$ cat src/hw/lbsr_defines.svh
// Constants for the logger bus sample responder
`ifndef LBSR_DEFINES_SVH
`define LBSR_DEFINES_SVH
`define LBSR_ADDR_MAX 4'he
`define LBSR_MODE_TRIG 3'h7
`define LBSR_WORD_W 32
`define LBSR_ITEMS 16
`define LBSR_IDX_W 4
`define LBSR_DIAG_CHOP 7
`define LBSR_DIAG_DET 6
`define LBSR_DIAG_PLL 5
`define LBSR_DIAG_SYNC 4
`define LBSR_SIG_WORD 32'h0000a5c3
`endif

$ cat src/hw/lbsr_pkg.sv
// Types for the logger bus sample responder
package lbsr_pkg;
	typedef enum logic [3:0] {
		LBSR_CO2_DENS, LBSR_H2O_DENS, LBSR_CO2_ABS, LBSR_H2O_ABS,
		LBSR_PRES, LBSR_TEMP, LBSR_AUX1, LBSR_COOLER, LBSR_DIAG,
		LBSR_BW, LBSR_DELAY, LBSR_GAIN_PCT, LBSR_NONE
	} lbsr_item_t;
	typedef enum {LBSR_IDLE, LBSR_RX, LBSR_LOAD, LBSR_TX} lbsr_state_t;
endpackage

$ cat src/hw/lbsr_buf2.sv
// Two-entry valid/ready buffer for outgoing words
`timescale 1ns/100ps
module lbsr_buf2 #(
	parameter int W = 32 // Word width
) (
	input wire logic clk_sys, // System clock
	input wire logic rst_n, // Sync reset, low active
	input wire logic ce, // Clock enable
	input wire logic in_valid, // Word offered
	output logic in_ready, // Room for a word
	input wire logic [W-1:0] in_data, // Word in
	output logic out_valid, // Word held
	input wire logic out_ready, // Word taken
	output logic [W-1:0] out_data // Oldest word
);
	// Whole buffer state in one struct
	typedef struct packed {
		logic [1:0][W-1:0] mem;
		logic [1:0] cnt;
	} lbsr_buf_t;
	lbsr_buf_t st_ff, nxt_st;
	logic push, pop;
	// Handshakes on both sides
	always_comb begin
		push = in_valid && in_ready;
		pop = out_valid && out_ready;
		nxt_st = st_ff;
		if (pop) begin
			nxt_st.mem[0] = st_ff.mem[1];
		end
		if (push) begin
			// New word lands behind whatever stays
			nxt_st.mem[st_ff.cnt - {1'b0, pop}] = in_data;
		end
		nxt_st.cnt = st_ff.cnt + {1'b0, push} - {1'b0, pop};
	end
	// Register the state
	always_ff @(posedge clk_sys) begin
		if (!rst_n) begin
			st_ff <= '0;
		end else if (ce) begin
			st_ff <= nxt_st;
		end
	end
	assign in_ready = (st_ff.cnt != 2'h2);
	assign out_valid = (st_ff.cnt != 2'h0);
	assign out_data = st_ff.mem[0];
endmodule

$ cat src/hw/lbsr_responder.sv
// Addressed responder serving sample sets to a datalogger bus
// Summary of operation
// - Bus address settable from zero to fourteen
// - Mode codes zero to seven; seven triggers
// - Mode one: CO2 then H2O absorptance
// - Mode two: pressure, temperature, aux one, cooler
// - Mode three: diagnostic, bandwidth, delay interval
// - Mode four: first eleven items in order, no gain percentage
// - Mode zero densities; mode five adds pressure
// - Mode six: densities, pressure, diagnostic
// - Mode seven: latched densities, gain, pressure
// - Latched set holds until next trigger
// - Every word shifted least-significant bit first
// - Diagnostic bits 7..4 are health flags
// - Diagnostic bits 3..0 hold gain code
`timescale 1ns/100ps
`include "lbsr_defines.svh"
module lbsr_responder #(
	parameter int W = `LBSR_WORD_W // Data word width
) (
	input wire logic clk_sys, // System clock, 100 MHz
	input wire logic rst_n, // Sync reset, low active
	input wire logic ce, // Clock enable
	input wire logic [3:0] responder_bus_address, // Own address
	input wire logic bus_clk_pin, // Bus shift clock pin
	input wire logic bus_data_in, // Bus data pin, input side
	input wire logic bus_trig_pin, // Group trigger broadcast pin
	input wire logic bus_sel_pin, // Frame select pin, high in frame
	output logic bus_data_out, // Bus data pin, output side
	output logic bus_data_oe, // High while driving data
	input wire logic [W-1:0] co2_dens, // CO2 molar density
	input wire logic [W-1:0] h2o_dens, // H2O molar density
	input wire logic [W-1:0] co2_abs, // CO2 absorptance
	input wire logic [W-1:0] h2o_abs, // H2O absorptance
	input wire logic [W-1:0] pres_kpa, // Pressure
	input wire logic [W-1:0] temp_c, // Temperature
	input wire logic [W-1:0] aux1, // Auxiliary channel one
	input wire logic [W-1:0] cooler_v, // Cooler signal
	input wire logic [W-1:0] bandwidth, // Bandwidth
	input wire logic [W-1:0] delay_ivl, // Delay interval
	input wire logic [W-1:0] gain_pct, // Gain control percentage
	input wire logic [3:0] health, // Chopper, detector, PLL, sync
	input wire logic [3:0] gain_code, // Gain code n
	output logic addr_err, // Configured address out of range
	output logic [7:0] diag_byte // Packed diagnostic byte
);
	// Block state in one struct; the word buffer keeps its own in u_buf
	typedef struct packed {
		lbsr_pkg::lbsr_state_t state;
		logic [2:0] clk_s, dat_s, trg_s, sel_s; // Pin synchronisers
		logic [7:0] rx_sh; // Request: mode then address
		logic [2:0] rx_cnt;
		logic [2:0] mode;
		logic [`LBSR_IDX_W-1:0] idx; // Item within mode list
		logic sig_done; // Signature word pushed
		logic [W-1:0] tx_sh;
		logic [5:0] tx_cnt;
		logic tx_busy;
		logic [3:0][W-1:0] snap; // Trigger-latched set
		logic dout, oe, aerr;
		logic [7:0] diag;
	} lbsr_st_t;
	lbsr_st_t st_ff, nxt_st;
	logic bf_in_valid, bf_in_ready, bf_out_valid, bf_out_ready;
	logic [W-1:0] bf_in_data, bf_out_data;
	lbsr_pkg::lbsr_item_t item;
	logic clk_rise, clk_fall, trg_rise, sel;

	// Item list per mode, terminated by LBSR_NONE
	function automatic lbsr_pkg::lbsr_item_t item_of(
		input logic [2:0] m, input logic [3:0] i);
		lbsr_pkg::lbsr_item_t it;
		it = lbsr_pkg::LBSR_NONE;
		case (m)
			3'h0: if (i < 4'h2) it = lbsr_pkg::lbsr_item_t'(i);
			3'h1: if (i < 4'h2) it = lbsr_pkg::lbsr_item_t'(i + 4'h2);
			3'h2: if (i < 4'h4) it = lbsr_pkg::lbsr_item_t'(i + 4'h4);
			3'h3: if (i < 4'h3) it = lbsr_pkg::lbsr_item_t'(i + 4'h8);
			3'h4: if (i < 4'hb) it = lbsr_pkg::lbsr_item_t'(i);
			3'h5: begin
				if (i < 4'h2) it = lbsr_pkg::lbsr_item_t'(i);
				else if (i == 4'h2) it = lbsr_pkg::LBSR_PRES;
			end
			3'h6: begin
				if (i < 4'h2) it = lbsr_pkg::lbsr_item_t'(i);
				else if (i == 4'h2) it = lbsr_pkg::LBSR_PRES;
				else if (i == 4'h3) it = lbsr_pkg::LBSR_DIAG;
			end
			default: if (i < 4'h4) it = lbsr_pkg::lbsr_item_t'(i + 4'h0);
		endcase
		return it;
	endfunction

	// Word value of one item
	function automatic logic [W-1:0] value_of(
		input lbsr_pkg::lbsr_item_t it, input logic [7:0] dg);
		case (it)
			lbsr_pkg::LBSR_CO2_DENS: value_of = co2_dens;
			lbsr_pkg::LBSR_H2O_DENS: value_of = h2o_dens;
			lbsr_pkg::LBSR_CO2_ABS: value_of = co2_abs;
			lbsr_pkg::LBSR_H2O_ABS: value_of = h2o_abs;
			lbsr_pkg::LBSR_PRES: value_of = pres_kpa;
			lbsr_pkg::LBSR_TEMP: value_of = temp_c;
			lbsr_pkg::LBSR_AUX1: value_of = aux1;
			lbsr_pkg::LBSR_COOLER: value_of = cooler_v;
			lbsr_pkg::LBSR_DIAG: value_of = {{(W-8){1'b0}}, dg};
			lbsr_pkg::LBSR_BW: value_of = bandwidth;
			lbsr_pkg::LBSR_DELAY: value_of = delay_ivl;
			lbsr_pkg::LBSR_GAIN_PCT: value_of = gain_pct;
			default: value_of = '0;
		endcase
	endfunction

	// Outgoing words wait here so a slow shifter drops nothing
	lbsr_buf2 #(.W(W)) u_buf (
		.clk_sys(clk_sys),
		.rst_n(rst_n),
		.ce(ce),
		.in_valid(bf_in_valid),
		.in_ready(bf_in_ready),
		.in_data(bf_in_data),
		.out_valid(bf_out_valid),
		.out_ready(bf_out_ready),
		.out_data(bf_out_data)
	);

	// Edges read only the second synchroniser stage onward
	assign clk_rise = st_ff.clk_s[1] && !st_ff.clk_s[2];
	assign clk_fall = !st_ff.clk_s[1] && st_ff.clk_s[2];
	assign trg_rise = st_ff.trg_s[1] && !st_ff.trg_s[2];
	assign sel = st_ff.sel_s[1];
	assign item = item_of(st_ff.mode, st_ff.idx);
	// Shifter takes a word whenever it is free; idle and receive drain
	// leftovers of a cut frame so they never leak into the next answer
	assign bf_out_ready = !st_ff.tx_busy;

	// Next-state logic
	always_comb begin
		nxt_st = st_ff;
		bf_in_valid = 1'b0;
		bf_in_data = '0;
		nxt_st.clk_s = {st_ff.clk_s[1:0], bus_clk_pin};
		nxt_st.dat_s = {st_ff.dat_s[1:0], bus_data_in};
		nxt_st.trg_s = {st_ff.trg_s[1:0], bus_trig_pin};
		nxt_st.sel_s = {st_ff.sel_s[1:0], bus_sel_pin};
		nxt_st.aerr = (responder_bus_address > `LBSR_ADDR_MAX);
		// Diagnostic byte: flags high, gain code low
		nxt_st.diag = {health, gain_code};
		// Capture on broadcast; reads leave the snapshot alone
		if (trg_rise) begin
			nxt_st.snap[0] = co2_dens;
			nxt_st.snap[1] = h2o_dens;
			nxt_st.snap[2] = gain_pct;
			nxt_st.snap[3] = pres_kpa;
		end
		case (st_ff.state)
			lbsr_pkg::LBSR_IDLE: begin
				nxt_st.oe = 1'b0;
				nxt_st.rx_cnt = 3'h0;
				// Only a fresh frame start opens a request, one per frame
				if (sel && !st_ff.sel_s[2]) begin
					nxt_st.state = lbsr_pkg::LBSR_RX;
				end
			end
			lbsr_pkg::LBSR_RX: begin
				// Request byte arrives LSB first on rising edges
				if (clk_rise) begin
					nxt_st.rx_sh = {st_ff.dat_s[1], st_ff.rx_sh[7:1]};
					nxt_st.rx_cnt = st_ff.rx_cnt + 3'h1;
					if (st_ff.rx_cnt == 3'h7) begin
						nxt_st.mode = nxt_st.rx_sh[2:0];
						nxt_st.idx = '0;
						nxt_st.sig_done = 1'b0;
						// Foreign or invalid address: stay silent
						if (nxt_st.rx_sh[7:4] == responder_bus_address &&
							!st_ff.aerr) begin
							nxt_st.state = lbsr_pkg::LBSR_LOAD;
						end else begin
							nxt_st.state = lbsr_pkg::LBSR_IDLE;
						end
					end
				end
			end
			lbsr_pkg::LBSR_LOAD: begin
				// Signature first, then the mode's items
				if (bf_in_ready) begin
					bf_in_valid = 1'b1;
					if (!st_ff.sig_done) begin
						bf_in_data = W'(`LBSR_SIG_WORD);
						nxt_st.sig_done = 1'b1;
					end else if (st_ff.mode == `LBSR_MODE_TRIG) begin
						bf_in_data = st_ff.snap[st_ff.idx[1:0]];
						nxt_st.idx = st_ff.idx + 4'h1;
					end else begin
						bf_in_data = value_of(item, st_ff.diag);
						nxt_st.idx = st_ff.idx + 4'h1;
					end
					if (st_ff.sig_done && item_of(st_ff.mode,
						st_ff.idx + 4'h1) == lbsr_pkg::LBSR_NONE) begin
						nxt_st.state = lbsr_pkg::LBSR_TX;
					end
				end
			end
			default: begin
				// Last bit stays on the line until the frame ends
				nxt_st.state = lbsr_pkg::LBSR_TX;
			end
		endcase
		// Shifter drains while words are still loaded, so two slots do
		if (st_ff.state == lbsr_pkg::LBSR_LOAD ||
			st_ff.state == lbsr_pkg::LBSR_TX) begin
			// Shift words out LSB first, change on falling edge
			if (!st_ff.tx_busy && bf_out_valid) begin
				nxt_st.tx_sh = bf_out_data;
				nxt_st.tx_cnt = '0;
				nxt_st.tx_busy = 1'b1;
			end else if (st_ff.tx_busy && clk_fall) begin
				nxt_st.oe = 1'b1;
				nxt_st.dout = st_ff.tx_sh[0];
				nxt_st.tx_sh = st_ff.tx_sh >> 1;
				nxt_st.tx_cnt = st_ff.tx_cnt + 6'h1;
				if (st_ff.tx_cnt == 6'(W - 1)) begin
					nxt_st.tx_busy = 1'b0;
				end
			end
		end
		// Frame end releases the line at once
		if (!sel && st_ff.state != lbsr_pkg::LBSR_IDLE) begin
			nxt_st.state = lbsr_pkg::LBSR_IDLE;
			nxt_st.oe = 1'b0;
			nxt_st.tx_busy = 1'b0;
		end
	end

	// Register the state
	always_ff @(posedge clk_sys) begin
		if (!rst_n) begin
			st_ff <= '0;
		end else if (ce) begin
			st_ff <= nxt_st;
		end
	end

	assign bus_data_out = st_ff.dout;
	assign bus_data_oe = st_ff.oe;
	assign addr_err = st_ff.aerr;
	assign diag_byte = st_ff.diag;
endmodule

$ cat config.mk
export PLATFORM = sky130hd
export DESIGN_NAME = lbsr_responder
export DESIGN_NICKNAME = d
export VERILOG_FILES = /design/src/hw/lbsr_pkg.sv /design/src/hw/lbsr_buf2.sv /design/src/hw/lbsr_responder.sv
export VERILOG_INCLUDE_DIRS = /design/src /design/src/hw
export SDC_FILE = /design/constraint.sdc
export NUM_CORES = 1
export LEC_CHECK = 0
export ABC_AREA = 1
export CAP_MARGIN = 20
export CELL_PAD_IN_SITES_DETAIL_PLACEMENT = 1
export CELL_PAD_IN_SITES_GLOBAL_PLACEMENT = 1
export CORE_MARGIN = 4
export CORE_UTILIZATION = 35
export CTS_CLUSTER_DIAMETER = 80
export CTS_CLUSTER_SIZE = 24
export DETAILED_ROUTE_END_ITERATION = 12
export DONT_BUFFER_PORTS = 1
export PLACE_DENSITY = 0.77
export SYNTH_ARGS = -nofsm -noshare
export SYNTH_HDL_FRONTEND = slang
export SYNTH_HIERARCHICAL = 1
export SYNTH_SLANG_ARGS = --single-unit
$ cat constraint.sdc
create_clock -name clk_sys -period 2.94 [get_ports clk_sys]
set_input_delay 0.441 -clock clk_sys [delete_from_list [all_inputs] [get_ports clk_sys]]
set_output_delay 0.441 -clock clk_sys [all_outputs]
set_load 0.1 [all_outputs]
# After elaboration in Yosys (flattened, before gate mapping)
# Cells that the tools add are included.
# totals
regBits,306
output_inout_bits,11
input_bits,371
# classes
n_addsub,12
eq_ne,40
muxes,64
order_cmp,12
bitwise,1
reduce_logical,41
# ops
operator,count
2-to-1 mux 32 bit,14
one-hot mux 32 bit (12 select lines),1
one-hot mux 32 bit (3 select lines),1
2-to-1 mux 4 bit,23
2-to-1 mux 39 bit,2
binary-select mux 32 bit (select 2 bit),1
bitwise mux 64 bit,1
equality test 32 x 3 -> 1 bit (second input constant),2
one-hot mux 4 bit (7 select lines),2
demux 32 bit (select 1 bit),1
equality test 32 x 1 -> 1 bit (second input constant),1
equality test 32 x 2 -> 1 bit (second input constant),1
logical NOT 32 bit,1
nonzero test 32 bit,1
equality test 4 x 2 -> 1 bit (second input constant),6
equality test 4 bit (second input constant),5
equality test 4 x 3 -> 1 bit (second input constant),4
< comparator 4 x 2 -> 1 bit (second input constant),4
equality test 3 bit (second input constant),5
inequality test 3 bit (second input constant),4
AND reduction 4 bit,3
AND reduction 6 bit,2
logical AND 1 bit,11
2-to-1 mux 11 bit,1
39 further kinds,73

# Longest topological paths before layout
# depth
word_depth,14
mapped_depth,25
mapped_depth_nobuf,21

# By module
# Netlist, hierarchy kept.
# modules_own_cells
mod,area_per_inst_um2,cells_per_inst,instances,seq_area_each_um2
lbsr_responder,13068.8,2169,1,4184.0
lbsr_buf2,3415.8,509,1,1321.3

# Worst setup path after synthesis
# No wires, ideal clock.
# synth_path
path_type,register to register
start,reg st_ff[179] (netlist bit)
end,reg u_buf.st_ff (netlist bit u_buf/out_data[13])
n_path_buf,5
setup_slack_ns,-0.208
stages_incl_launch_ff,25
arrival_ns,3.077
synth_period_minus_slack_ns,3.148
path_cell_list,dfxtp_1 -> clkbuf_1 -> inv_1 -> clkbuf_1 -> clkbuf_1 -> ha_1 -> nor2_1 -> nand2_1 -> nor2_1 -> nor2_1 -> nor2_2 -> nand2_4 -> nor2_4 -> buf_4 -> buf_4 -> nand3_1 -> nand2_1 -> nor2_1 -> nand3_1 -> nand2_1 -> a21oi_1 -> o21ai_0 -> inv_1 -> nand2_1 -> a21oi_1
# synth_via
elab_chain_cells,13
# synth_lines
item,line,text
from (decl),lbsr_responder.sv:63,"lbsr_st_t st_ff, nxt_st;"
from (signal assigned),lbsr_responder.sv:240,st_ff <= nxt_st;
equality test 4 x 2 -> 1 bit,lbsr_responder.sv:87,else if (i == 4'h3) it = lbsr_pkg::LBSR_DIAG;
2-to-1 mux 3 bit,lbsr_responder.sv:87,
2-to-1 mux 4 bit,lbsr_responder.sv:86,else if (i == 4'h2) it = lbsr_pkg::LBSR_PRES;
2-to-1 mux 4 bit,lbsr_responder.sv:85,if (i < 4'h2) it = lbsr_pkg::lbsr_item_t'(i);
one-hot mux 4 bit (7 select lines),lbsr_responder.sv:74,case (m)
"equality test 4 bit, or another cell as far along",lbsr_responder.sv:97,case (it)
one-hot mux 32 bit (12 select lines),lbsr_responder.sv:97,
2-to-1 mux 32 bit (*),lbsr_responder.sv:191,end else if (st_ff.mode == `LBSR_MODE_TRIG) begin
2-to-1 mux 32 bit (*),lbsr_responder.sv:188,if (!st_ff.sig_done) begin
2-to-1 mux 32 bit (*),lbsr_responder.sv:186,if (bf_in_ready) begin
2-to-1 mux 32 bit (*),lbsr_responder.sv:156,case (st_ff.state)
net bf_in_data[13],lbsr_responder.sv:65,"logic [W-1:0] bf_in_data, bf_out_data;"
bitwise mux 64 bit (*),lbsr_buf2.sv:33,"nxt_st.mem[st_ff.cnt - {1'b0, pop}] = in_data;"
2-to-1 mux 32 bit (*),lbsr_buf2.sv:31,if (push) begin
to (signal assigned),lbsr_buf2.sv:42,st_ff <= nxt_st;
to (decl),lbsr_buf2.sv:21,"lbsr_buf_t st_ff, nxt_st;"
# The timed path passes the listed nets; every way through them passes the cells marked *. The select of a mux whose other input is x is not followed.
# A chain may end at the register's enable or synchronous reset.

# Worst setup path in the final report
# layout_path
start,reg st_ff[182] (netlist bit)
end,reg u_buf.st_ff (netlist bit u_buf/out_data[21])
# layout_via
elab_chain_cells,13
# layout_lines
item,line
equality test 4 x 2 -> 1 bit,lbsr_responder.sv:87
2-to-1 mux 3 bit,lbsr_responder.sv:87
2-to-1 mux 4 bit,lbsr_responder.sv:86
2-to-1 mux 4 bit,lbsr_responder.sv:85
one-hot mux 4 bit (7 select lines) (*),lbsr_responder.sv:74
"equality test 4 bit, or another cell as far along",lbsr_responder.sv:97
one-hot mux 32 bit (12 select lines) (*),lbsr_responder.sv:97
2-to-1 mux 32 bit (*),lbsr_responder.sv:191
2-to-1 mux 32 bit (*),lbsr_responder.sv:188
2-to-1 mux 32 bit (*),lbsr_responder.sv:186
2-to-1 mux 32 bit (*),lbsr_responder.sv:156
net bf_in_data[21],lbsr_responder.sv:65
bitwise mux 64 bit (*),lbsr_buf2.sv:33
2-to-1 mux 32 bit (*),lbsr_buf2.sv:31
# The timed path passes the listed nets; every way through them passes the cells marked *.

==> flow_metrics.tcl <==
set metrics [dict create \
    synthDistinctLibCells 38 \
    powerDensity_nw_per_um2 504 \
    synth-adder-area-share 0.00683 \
    netlist_area_um2 16500 \
    crit_path_end_kind "flip-flop" \
    p_total_uw 10100 \
    avgViaCountPerCell 5.83 \
    cp.required_ns 3.41 \
    clk_pin_slew_ns 0.10 \
    synth_seq_cells 275 \
    ys_seq_area_frac 0.334 \
    syn_avg_cell_area_um2 6.16 \
    synthMuxAreaShare 0 \
    final_common_cell "nand2_1" \
    num_vias 19200 \
    synth_compound_area_frac 0.165 \
    portBuffers 0 \
    cts_sinks 275 \
    tritoncts "done" \
    place_congestion 0.935 \
    grt_pass1_wl_mm 110 \
    worst_slew_pin_slew_ns 1.00 \
    wl_per_cell_um 24.0 \
    area_growth_pct 21.2 \
    synth_ff_type "dfxtp_1" \
    synthSimpleGateAreaFrac 0.388 \
    run_status "finished, final reports clean" \
    grt_pass1_vias 18900 \
    htreeDepth 1 \
    place_area_um2 17300 \
    fmax_mhz 340 \
    synth-edff-count 0 \
    pin_count 382 \
    drc_errors 0 \
    synthXorXnorAreaFrac 0.00213 \
    drtAntennaViolNets 0 \
    maxCapViolations 0 \
    netlist_instances 2678 \
    drt_iter0_drc 1669 \
    setup_viol_count_final 0 \
    grt_max_degree 199 \
    layout_common_cells "518 x nand2_1, 459 x nor2_1, 360 x nand3_1, 268 x dfxtp_1, 262 x o21ai_0" \
    max-slew-margin-rel 0.328 \
    crit_type "reg2reg" \
    first_pass_iters 5 \
    rsz0062_at_grt "true" \
    insertion_delay_ns 0.57 \
    core_area_um2 46600 \
    finalHoldViolCount 0 \
    synth_top_family_by_area "simple AND/OR/NAND/NOR gates" \
    clock_skew_ns 0.0430 \
    postLayoutCellArea_um2 20000 \
    cts_buffers 22 \
    start_kind "flip-flop" \
    dieArea_um2 50600 \
    routed_wl_mm 79.0 \
    arrival_ns 3.41 \
    fin_util 0.429 \
    rows 79 \
    hpwl_mm 52.2 \
    syn_nets 3058 \
    die_w_um 225 \
    period_minus_slack_ns 2.94 \
    root_buffer "clkbuf_16" \
    async_reset_ff_frac 0 \
    antenna_found_initial 3 \
    clockBufferDepth 3 \
    peakVddDrop_mv 0.454 \
    die_y_um 225 \
    yosysWarnings 6 \
    drv_slew 0 \
    grtUsageTotal 0.272 \
    hp-class "in2reg" \
    overflow 0 \
    drive_gt1_frac 0.158 \
    fin_setup_tns_ns 0 \
    power_leakage_uw 0.00867 \
    final_nets 3051 \
    finalCritPeriodShare 1.00 \
    initial_core_util 0.354 \
    crit_path_max_fanout 7 \
]
-- power breakdown --
part           switching, uW  leakage, uW  total, uW  internal [uW]
Sequential               211      0.00224       4200           3990
Combinational           1750      0.00606       2580            830
Clock                   1730     0.000371       3290           1560
Total                   3680      0.00867      10100           6380
-- what timing repair did --
item                                    CTS  global route
pin swaps                                 9           106
buffers inserted                          5            35
hold endpoints to repair                 18             1
gates resized for setup                  38           207
hold buffers                             16             1
endpoints found under the setup margin   44            63
gates cloned                              0            22
-- stage by stage --
stage                     setup WS (ns)  hold slack, ns  cells
after floorplan                  0.0158           0.424   2678
after global placement           -0.203           0.436   3178
after detailed placement         -0.243           0.444   3178
after CTS                      -0.00660        0.000260   3239
after global routing             -0.105         0.00113   3296
final                          0.000273          0.0156   3296
-- cell usage after synthesis (28+ instances only) --
cell type | count | area [um^2]
nand4_1 | 28 | 175
clkbuf_1 | 98 | 368
nor2_1 | 483 | 1810
inv_1 | 124 | 465
o21ai_1 | 28 | 140
a21oi_1 | 132 | 661
dfxtp_1 | 275 | 5510
a31oi_1 | 59 | 369
buf_4 | 56 | 420
buf_2 | 59 | 295
nand2_1 | 558 | 2090
nand3_1 | 380 | 1900
o21ai_0 | 274 | 1370
-- per-layer routing --
layer / up-vias / track usage / wire length, um
met3: 155 / 0.0541 / 6100
met5: - / 0 / 20
li1: 8787 / - / -
met4: 2 / 0.0870 / 3020
met2: 799 / 0.456 / 37700
met1: 9480 / 0.353 / 32100
-- final timing paths --
kind / from / endpoint / slack (ns) / cells after the start
worst max-delay path: st_ff[182] / u_buf/out_data[21] / 0.0003 / 22
worst min-delay path: co2_dens[28] / st_ff[39] / 0.02 / 2
worst min register to register: st_ff[75] / st_ff[75] / 0.46 / 2
worst max register to register: st_ff[182] / u_buf/out_data[21] / 0.0003 / 22
-- sequential cells by signal (all words and copies together) (netlist names) --
register        cells
st_ff             190
u_buf/st_ff        34
u_buf/out_data     32
diag_byte           8
nxt_st              8
addr_err            1
bus_data_oe         1
bus_data_out        1
-- cell type report --
cell class | instances | area [um^2]
clock buffers | 24 | 589
clock inverters | 16 | 180
fillers | 6014 | 26600
flip-flops and latches | 275 | 5530
diodes | 2 | 5.00
multi-input cells | 2030 | 9880
inverters | 144 | 586
well taps | 607 | 759
repair buffers | 198 | 2460
-- logic make-up after synthesis --
logic type | Yosys count
AND/OR/NAND/NOR | 1502
adder cells (fa/ha/maj) | 9
buffers and inverters | 373
AO/OA/AOI/OAI | 515
XOR/XNOR | 4
flip-flops | 275
-- worst max-delay path, stage by stage, from the launching register on --
cell and delay (ns):
dfxtp_4 0.38, nor2_4 0.15, buf_12 0.13, buf_6 0.09, nand3_4 0.05, nand2_2 0.09
buf_4 0.13, nand2_4 0.05, nor3_4 0.21, nand2_4 0.09, nor2_4 0.23, buf_12 0.16
clkbuf_16 0.17, nand2_1 0.06, nand2_1 0.16, nor2_1 0.08, nand2_1 0.11, o21ai_1 0.08
inv_1 0.08, o21ai_1 0.08, inv_1 0.08, nand2_1 0.05, a21oi_1 0.11
No activity file was read; power rests on OpenSTA's default activity.
